`src/timer_pkg.sv`:
```
// Purpose: shared constants for the single channel timer core
// Assumes: 16-bit register port, word indices as addresses
// Notes: offsets are register indices on the plain port
package timer_pkg;
    localparam int DATA_W = 16;
    localparam int ADDR_W = 4;
    // register indices
    localparam logic [3:0] ADDR_COUNT = 4'h0;
    localparam logic [3:0] ADDR_DIVIDER = 4'h1;
    localparam logic [3:0] ADDR_RELOAD = 4'h2;
    localparam logic [3:0] ADDR_MATCH = 4'h3;
    localparam logic [3:0] ADDR_MODE = 4'h4;
    localparam logic [3:0] ADDR_ENABLE = 4'h5;
    localparam logic [3:0] ADDR_MAIN = 4'h6;
    localparam logic [3:0] ADDR_STATUS = 4'h7;
    // mode register fields
    localparam int MODE_DIR_LSB = 0;
    localparam int MODE_PRELOAD_BIT = 3;
    // enable register fields
    localparam int EN_ENABLE_BIT = 0;
    localparam int EN_POL_BIT = 1;
    localparam int EN_POL_EXTRA_BIT = 3;
    // main output register field
    localparam int MAIN_OE_BIT = 15;
    // status register fields
    localparam int ST_UPDATE_BIT = 0;
    localparam int ST_CAPTURE_BIT = 1;
    // direction codes
    localparam logic [1:0] DIR_OUTPUT = 2'h0;
    localparam logic [1:0] DIR_INPUT = 2'h1;
    // reset values
    localparam logic [15:0] RESET_ZERO = 16'h0000;
    localparam logic [15:0] RESET_RELOAD = 16'h0000;
    // edge select codes {polarity_extra, polarity}
    localparam logic [1:0] EDGE_RISE = 2'h0;
    localparam logic [1:0] EDGE_FALL = 2'h1;
    localparam logic [1:0] EDGE_BOTH = 2'h3;
endpackage

```
`src/timer_core.sv`:
```
// Purpose: 16-bit timer with one capture/compare channel
// Assumes: plain register port, read data one cycle after strobe
// Notes: the channel input is synchronous to clock_in
// How it works
// - output mode: enable bit gates pin drive
// - input mode: enable bit gates capture
// - polarity bits pick rising, falling or both
// - counter ticks at clock over divider plus one
// - divider write applies only on update
// - reload register sets the wrap value
// - zero reload value stops the counter
// - capture latches counter into match register
// - match register read-only in input mode
// - no preload: compare write applies at once
// - preload: compare write applies on update
// - active compare against counter drives output
// - direction field writable only while disabled
// - main output enable gates the pin
//
// Chosen here: the address map and the address-and-strobe port.
`timescale 1ns/1ns
module timer_core
    import timer_pkg::*;
#(
    parameter int WIDTH = DATA_W
)
(
    input wire logic clock_in, // system clock, 125 MHz
    input wire logic rst_in, // synchronous reset, high
    input wire logic [ADDR_W-1:0] addr_in, // register index
    input wire logic [DATA_W-1:0] wdata_in, // write data
    input wire logic write_in, // write strobe
    input wire logic read_in, // read strobe
    output logic [DATA_W-1:0] rdata_out, // read data, cycle after strobe
    input wire logic channel_input_signal_in, // capture input
    output logic channel_output_signal_out, // compare output pin level
    output logic channel_output_enable_out, // pin driver enable
    output logic update_out, // one-cycle update event pulse
    output logic capture_out // one-cycle capture pulse
);
    // elaboration check: registers and divider share one fixed word width
    if (WIDTH != DATA_W) begin : g_width_check
        $error("timer_core width must match register width");
    end

    typedef struct packed {
        logic [15:0] count_value;
        logic [15:0] clock_divider;
        logic [15:0] divider_active;
        logic [15:0] reload_limit;
        logic [15:0] match_capture_value;
        logic [15:0] match_active;
        logic [1:0] channel_direction_select;
        logic compare_preload_enable;
        logic channel_enable;
        logic channel_polarity;
        logic channel_polarity_extra;
        logic main_output_enable;
        logic update_flag;
        logic capture_flag;
        logic [15:0] rdata;
        logic out_level;
        logic out_enable;
        logic update_pulse;
        logic capture_pulse;
    } state_t;
    state_t cur;
    state_t next_cur;

    logic tick;
    logic cap_edge;
    logic running;
    logic is_input;
    logic is_output;
    logic wrap;
    logic compare_hit;

    // decode of the register index for a given strobe
    function automatic logic hit(input logic strobe, input logic [3:0] a, input logic [3:0] want);
        hit = strobe && (a == want);
    endfunction

    assign is_input = (cur.channel_direction_select == DIR_INPUT);
    assign is_output = (cur.channel_direction_select == DIR_OUTPUT);
    assign running = (cur.reload_limit != RESET_ZERO);
    assign wrap = tick && (cur.count_value >= cur.reload_limit);

    // counter clock enable from the divider
    tick_divider #(
        .WIDTH(WIDTH)
    ) u_div (
        .clock_in(clock_in),
        .rst_in(rst_in),
        .run_in(running),
        .restart_in(hit(write_in, addr_in, ADDR_COUNT)),
        .divide_in(cur.divider_active),
        .tick_out(tick)
    );

    // input edge selection
    edge_picker u_edge (
        .clock_in(clock_in),
        .rst_in(rst_in),
        .sample_in(channel_input_signal_in),
        .select_in({cur.channel_polarity_extra, cur.channel_polarity}),
        .edge_out(cap_edge)
    );

    // compare hit while counter is below the active compare value
    assign compare_hit = (cur.count_value < cur.match_active);

    // next state: counter, shadows, registers and outputs
    always_comb begin
        next_cur = cur;
        next_cur.update_pulse = 1'b0;
        next_cur.capture_pulse = 1'b0;
        next_cur.rdata = '0;

        // counting and update event
        if (running && tick) begin
            if (wrap) begin
                next_cur.count_value = '0;
                next_cur.update_pulse = 1'b1;
                next_cur.update_flag = 1'b1;
                next_cur.divider_active = cur.clock_divider;
                if (is_output && cur.compare_preload_enable) begin
                    next_cur.match_active = cur.match_capture_value;
                end
            end else begin
                next_cur.count_value = cur.count_value + 16'h0001;
            end
        end

        // capture in input mode, gated by the enable bit
        if (is_input && cur.channel_enable && cap_edge) begin
            next_cur.match_capture_value = cur.count_value;
            next_cur.capture_pulse = 1'b1;
            next_cur.capture_flag = 1'b1;
        end

        // register writes; hardware sets above win over status clears
        if (write_in) begin
            case (addr_in)
                ADDR_COUNT: next_cur.count_value = wdata_in;
                ADDR_DIVIDER: next_cur.clock_divider = wdata_in;
                ADDR_RELOAD: next_cur.reload_limit = wdata_in;
                ADDR_MATCH: begin
                    // ignored while the channel is an input
                    if (!is_input) begin
                        next_cur.match_capture_value = wdata_in;
                        if (!cur.compare_preload_enable) begin
                            next_cur.match_active = wdata_in;
                        end
                    end
                end
                ADDR_MODE: begin
                    next_cur.compare_preload_enable = wdata_in[MODE_PRELOAD_BIT];
                    // direction only changes while the channel is off
                    if (!cur.channel_enable) begin
                        next_cur.channel_direction_select = wdata_in[MODE_DIR_LSB +: 2];
                    end
                end
                ADDR_ENABLE: begin
                    next_cur.channel_enable = wdata_in[EN_ENABLE_BIT];
                    next_cur.channel_polarity = wdata_in[EN_POL_BIT];
                    next_cur.channel_polarity_extra = wdata_in[EN_POL_EXTRA_BIT];
                end
                ADDR_MAIN: next_cur.main_output_enable = wdata_in[MAIN_OE_BIT];
                ADDR_STATUS: begin
                    // write one to clear; a same-cycle event keeps the flag
                    if (wdata_in[ST_UPDATE_BIT] && !next_cur.update_pulse) begin
                        next_cur.update_flag = 1'b0;
                    end
                    if (wdata_in[ST_CAPTURE_BIT] && !next_cur.capture_pulse) begin
                        next_cur.capture_flag = 1'b0;
                    end
                end
                default: ;
            endcase
        end

        // read data stands in the cycle after the strobe only
        if (read_in) begin
            case (addr_in)
                ADDR_COUNT: next_cur.rdata = cur.count_value;
                ADDR_DIVIDER: next_cur.rdata = cur.clock_divider;
                ADDR_RELOAD: next_cur.rdata = cur.reload_limit;
                ADDR_MATCH: next_cur.rdata = cur.match_capture_value;
                ADDR_MODE: begin
                    next_cur.rdata[MODE_DIR_LSB +: 2] = cur.channel_direction_select;
                    next_cur.rdata[MODE_PRELOAD_BIT] = cur.compare_preload_enable;
                end
                ADDR_ENABLE: begin
                    next_cur.rdata[EN_ENABLE_BIT] = cur.channel_enable;
                    next_cur.rdata[EN_POL_BIT] = cur.channel_polarity;
                    next_cur.rdata[EN_POL_EXTRA_BIT] = cur.channel_polarity_extra;
                end
                ADDR_MAIN: next_cur.rdata[MAIN_OE_BIT] = cur.main_output_enable;
                ADDR_STATUS: begin
                    next_cur.rdata[ST_UPDATE_BIT] = cur.update_flag;
                    next_cur.rdata[ST_CAPTURE_BIT] = cur.capture_flag;
                end
                default: next_cur.rdata = '0; // unmapped reads as zero
            endcase
        end

        // pin: compare result, polarity, then both enables
        next_cur.out_level = compare_hit ^ cur.channel_polarity;
        next_cur.out_enable = is_output && cur.channel_enable
            && cur.main_output_enable;
        if (!next_cur.out_enable) begin
            next_cur.out_level = cur.channel_polarity; // idle: inactive level
        end
    end

    always_ff @(posedge clock_in) begin
        if (rst_in) begin
            cur <= '0;
            cur.reload_limit <= RESET_RELOAD;
        end else begin
            cur <= next_cur;
        end
    end

    // every output comes from a state flip-flop
    assign rdata_out = cur.rdata;
    assign channel_output_signal_out = cur.out_level;
    assign channel_output_enable_out = cur.out_enable;
    assign update_out = cur.update_pulse;
    assign capture_out = cur.capture_pulse;
endmodule

```
`src/edge_picker.sv`:
```
// Purpose: detect the selected edge of the channel input signal
// Assumes: input already synchronous to clock_in
// Notes: reserved select code yields no edges
`timescale 1ns/1ns
module edge_picker
    import timer_pkg::*;
(
    input wire logic clock_in, // system clock
    input wire logic rst_in, // synchronous reset, high
    input wire logic sample_in, // channel input signal
    input wire logic [1:0] select_in, // {polarity_extra, polarity}
    output logic edge_out // one-cycle edge pulse
);
    typedef struct packed {
        logic last;
        logic edge_seen;
    } state_t;
    state_t cur;
    state_t next_cur;

    // edge decode from current and last sample
    always_comb begin
        next_cur = cur;
        next_cur.last = sample_in;
        case (select_in)
            EDGE_RISE: next_cur.edge_seen = sample_in & ~cur.last;
            EDGE_FALL: next_cur.edge_seen = ~sample_in & cur.last;
            EDGE_BOTH: next_cur.edge_seen = sample_in ^ cur.last;
            default: next_cur.edge_seen = 1'b0; // reserved code
        endcase
    end

    always_ff @(posedge clock_in) begin
        if (rst_in) begin
            cur <= '0;
        end else begin
            cur <= next_cur;
        end
    end

    assign edge_out = cur.edge_seen;
endmodule

```
`src/tick_divider.sv`:
```
// Purpose: divide the divider input clock into counter ticks
// Assumes: divider value loaded only by the parent on update
// Notes: tick is a one-cycle enable pulse, not a clock
`timescale 1ns/1ns
module tick_divider
    import timer_pkg::*;
#(
    parameter int WIDTH = DATA_W
)
(
    input wire logic clock_in, // system clock
    input wire logic rst_in, // synchronous reset, high
    input wire logic run_in, // counter allowed to run
    input wire logic restart_in, // clear the divider phase
    input wire logic [WIDTH-1:0] divide_in, // active divider value
    output logic tick_out // one-cycle counter clock enable
);
    // elaboration check: the phase counter is built for 1 to 32 bits only
    if (WIDTH < 1 || WIDTH > 32) begin : g_width_check
        $error("tick_divider width unsupported");
    end

    typedef struct packed {
        logic [WIDTH-1:0] phase;
        logic tick;
    } state_t;
    state_t cur;
    state_t next_cur;

    // tick every divide_in+1 cycles
    always_comb begin
        next_cur = cur;
        next_cur.tick = 1'b0;
        if (restart_in || !run_in) begin
            next_cur.phase = '0;
        end else if (cur.phase >= divide_in) begin
            next_cur.phase = '0;
            next_cur.tick = 1'b1;
        end else begin
            next_cur.phase = cur.phase + 1'b1;
        end
    end

    always_ff @(posedge clock_in) begin
        if (rst_in) begin
            cur <= '0;
        end else begin
            cur <= next_cur;
        end
    end

    assign tick_out = cur.tick;
endmodule

```
`config.mk`:
```
export PLATFORM = sky130hd
export DESIGN_NAME = timer_core
export DESIGN_NICKNAME = d
export VERILOG_FILES = /design/src/timer_pkg.sv /design/src/timer_core.sv /design/src/edge_picker.sv /design/src/tick_divider.sv
export SDC_FILE = /design/constraint.sdc
export NUM_CORES = 1
export LEC_CHECK = 0
export BUFFER_PORTS_ARGS = -buffer_cell sky130_fd_sc_hd__buf_4
export CAP_MARGIN = 20
export CORE_UTILIZATION = 54
export CTS_CLUSTER_SIZE = 20
export DETAILED_ROUTE_END_ITERATION = 10
export GPL_TIMING_DRIVEN = 0
export PLACE_DENSITY_LB_ADDON = 0.2
export REMOVE_ABC_BUFFERS = 1
export SYNTH_ARGS = -nofsm -noshare
export SYNTH_HDL_FRONTEND = slang
export SYNTH_SLANG_ARGS = --single-unit
```
`constraint.sdc`:
```
create_clock -name clock_in -period 4.3 [get_ports clock_in]
set_input_delay 0.43 -clock clock_in [delete_from_list [all_inputs] [get_ports clock_in]]
set_output_delay 0.43 -clock clock_in [all_outputs]
set_load 0.03 [all_outputs]
```
==> reports/metrics.cfg <==
[sta]
finalMaxSlewViolations = 0
slew_headroom_pct = 25.2
timing.final.crit_period_ps = 3180
setup_violations = 0
layout_setup_ws_ps = 1120
min_period_over_period_pct = 73.9
hold_viol_final = 0
finClkSkew_ps = 8.19
final.setup.tns_ps = 0
tightest_slew_ps = 1120
rsz0062_at_grt = false
timing.fmax_mhz = 315

[clocking]
cts_tree = built
clock_insertion_delay_worst_skew_ps = 430
cts_resized = 0
path_clk_slew_ps = 60
cts_buffer_depth = 2
cts_inserted_buffers = 17
cts_num_sinks = 144
cts.htree.levels = 4
cts-root-buf = clkbuf_16
cts_hold_buf = 0
cts_setup_buffers = 0

[die]
die_h_um = 119
pin_count = 45
fp.dieArea_um2 = 14100
start_util_pct = 55.6
die_w_um = 119
core.rowCount = 42
core_area_um2 = 13200

[placement]
place_ws_ps = 534
numPortBuffers = 44
dp_hpwl_um = 13300
place_inst = 1042
place.gp.congestion = 0.878

[final_layout]
fillers = 1177
syn2layout_area_growth_pct = 12.0
n_antenna_cell = 0
seq_area_um2 = 2880
multi_input_area_um2 = 3950
layout.nets = 963
drive_above_1_share_pct = 11.1
final_cells = 1076

[min_path]
hold_depth = 3
min_to = cur[123]$_SDFF_PP0_
hold_path_startpoint = wdata_in[14]
worst_hold_path_type = input port to flip-flop

[setup_path]
reg2reg_depth = 9
reg2reg_to = cur[35]$_SDFF_PP0_
cp_max_fo = 16
worst_ep_required_time_ps = 4630
critPathLaunchType = flip-flop
r2r_start = cur[109]$_SDFF_PP0_
regToRegSetupSlack_ps = 1120
critPathKind = flip-flop to flip-flop
critPathCaptureType = flip-flop
crit_arrival_ps = 3510

[yosys]
synth-seq-cells = 144
synth_area_um2 = 7360
seq_area_frac_synth_pct = 39.2
yosysUniqueCellTypes = 56
ys.flop_type = dfxtp_1
synthArstFlopShare_pct = 0
synth_edf_count = 0
avgSynthCellArea_um2 = 8.35
synth_cells = 882
yosys_warnings = 0

[pwr]
power_density_nw_per_um2 = 358
peakVddDrop_uv = 251
p_leak_uw = 0.00320
power.total_uw = 2950

[detailed_routing]
wl_per_cell_um = 17.3
ant_nets = 0
vias = 6224
routed_wl_um = 18600
drc = 0
via_per_inst = 5.78
drt_iter0_drc = 426
dr.pass1.iters = 5

[status]
outcome = finished, final reports clean

[global_route]
grt_util_met1_pct = 34.2
antenna_found_initial = 0
busiest_layer = met2
grt_pass1_wl_um = 30400
use_met2_pct = 45.2
grt_use_total_pct = 27.6
grt_pass1_vias = 6036
grt_overflow = 0
grt_max_degree = 103
grt.met3_usage_pct = 6.03

[flow_run]
maxCapViolations = 0

routing by layer:
layer | vias to the layer above | routed length [um]
li1 | 3043 | -
met1 | 2934 | 8110
met2 | 202 | 8890
met3 | 45 | 948
met4 | 0 | 656
met5 | - | 0
cell type report:
type / instances / share of cell area, %
clock buffer: 18 / 5.21
sequential: 144 / 35.0
inverter: 54 / 2.46
multi-input combinational: 620 / 47.9
tap: 176 / 2.67
timing repair buffer: 50 / 5.07
clock inverter: 14 / 1.75
placed cells by master (no fill, tap or decap), drive strengths merged, types with 3 or more instances in the layout:
master      n
or2         3
o211ai      4
buf        50
xor2       22
clkinvlp    5
a21oi      65
nor2       94
xnor2       7
nor3        9
and4        3
a211oi     19
ha         51
clkinv      7
clkbuf     18
nand2b      7
dfxtp     144
nor4        5
and3        7
nor2b       5
nand3      17
a31oi       4
a22oi      27
mux2i      41
and2        5
a21o        9
nand2     147
o21ai      21
inv        54
a311oi     16
nand4      12
through the flow:
step	hold WS (ps)	area [um2]	utilization (%)
floorplan	430	7030	-
detailed placement	460	7630	57.6
global route	262	8240	62.3
finish	264	8240	62.3
global placement	446	7580	57.2
CTS	253	8210	62.0
synthesized netlist by cell type (11+ instances only):
| library cell | n | area [um2] |
|---|---|---|
| nand2_1 | 146 | 548 |
| dfxtp_1 | 144 | 2880 |
| nor2_1 | 93 | 349 |
| a21oi_1 | 65 | 325 |
| inv_1 | 54 | 203 |
| ha_1 | 51 | 638 |
| mux2i_1 | 41 | 410 |
| clkbuf_1 | 31 | 116 |
| a22oi_1 | 27 | 203 |
| xor2_1 | 22 | 193 |
| o21ai_0 | 20 | 100 |
| a211oi_1 | 19 | 143 |
| buf_4 | 19 | 143 |
| nand3_1 | 16 | 80.1 |
| nand4_1 | 12 | 75.1 |
| buf_2 | 11 | 55.1 |
report_power, final:
group          internal, uW  switching, uW
Combinational          57.5            103
Sequential             1350           17.7
Clock                   849            573
registers in the layout (all words and copies together) (netlist names):
register,cells
channel_output_enable_out,1
u_div.tick_out,1
rdata_out,16
cur,105
channel_output_signal_out,1
u_div.cur,16
u_edge.cur,1
u_edge.edge_out,1
update_out,1
capture_out,1
cells by family after synthesis:
| group | after synthesis | share of synthesized area, % |
|---|---|---|
| compound gates | 181 | 16.8 |
| fa+ha+maj | 51 | 8.67 |
| simple gates | 318 | 19.1 |
| buf+inv | 118 | 7.28 |
| xor+xnor | 29 | 3.45 |
| flops | 144 | 39.2 |
| mux | 41 | 5.58 |
worst max-delay path, cell delays in order, from the launching register on:
cell	delay [ps]
dfxtp_1	480
inv_1	100
ha_1	270
nand2b_1	140
a2111o_1	420
a31oi_1	240
a41o_1	410
or2_1	610
nand2_1	150
a311oi_2	260
worst max path at each step:
stage / cells past startpoint / slack (ps) / endpoint / from
final: 9 / 1120 / cur[35]$_SDFF_PP0_ / cur[109]$_SDFF_PP0_
after global routing: 9 / 900 / cur[39]$_SDFF_PP0_ / cur[109]$_SDFF_PP0_
after CTS: 9 / 540 / cur[35]$_SDFF_PP0_ / cur[109]$_SDFF_PP0_
after detailed placement: 9 / 530 / cur[33]$_SDFF_PP0_ / cur[109]$_SDFF_PP0_
after global placement: 9 / 570 / cur[39]$_SDFF_PP0_ / cur[109]$_SDFF_PP0_
after floorplan: 9 / 1280 / cur[34]$_SDFF_PP0_ / cur[109]$_SDFF_PP0_
No activity file was read; power rests on OpenSTA's default activity.
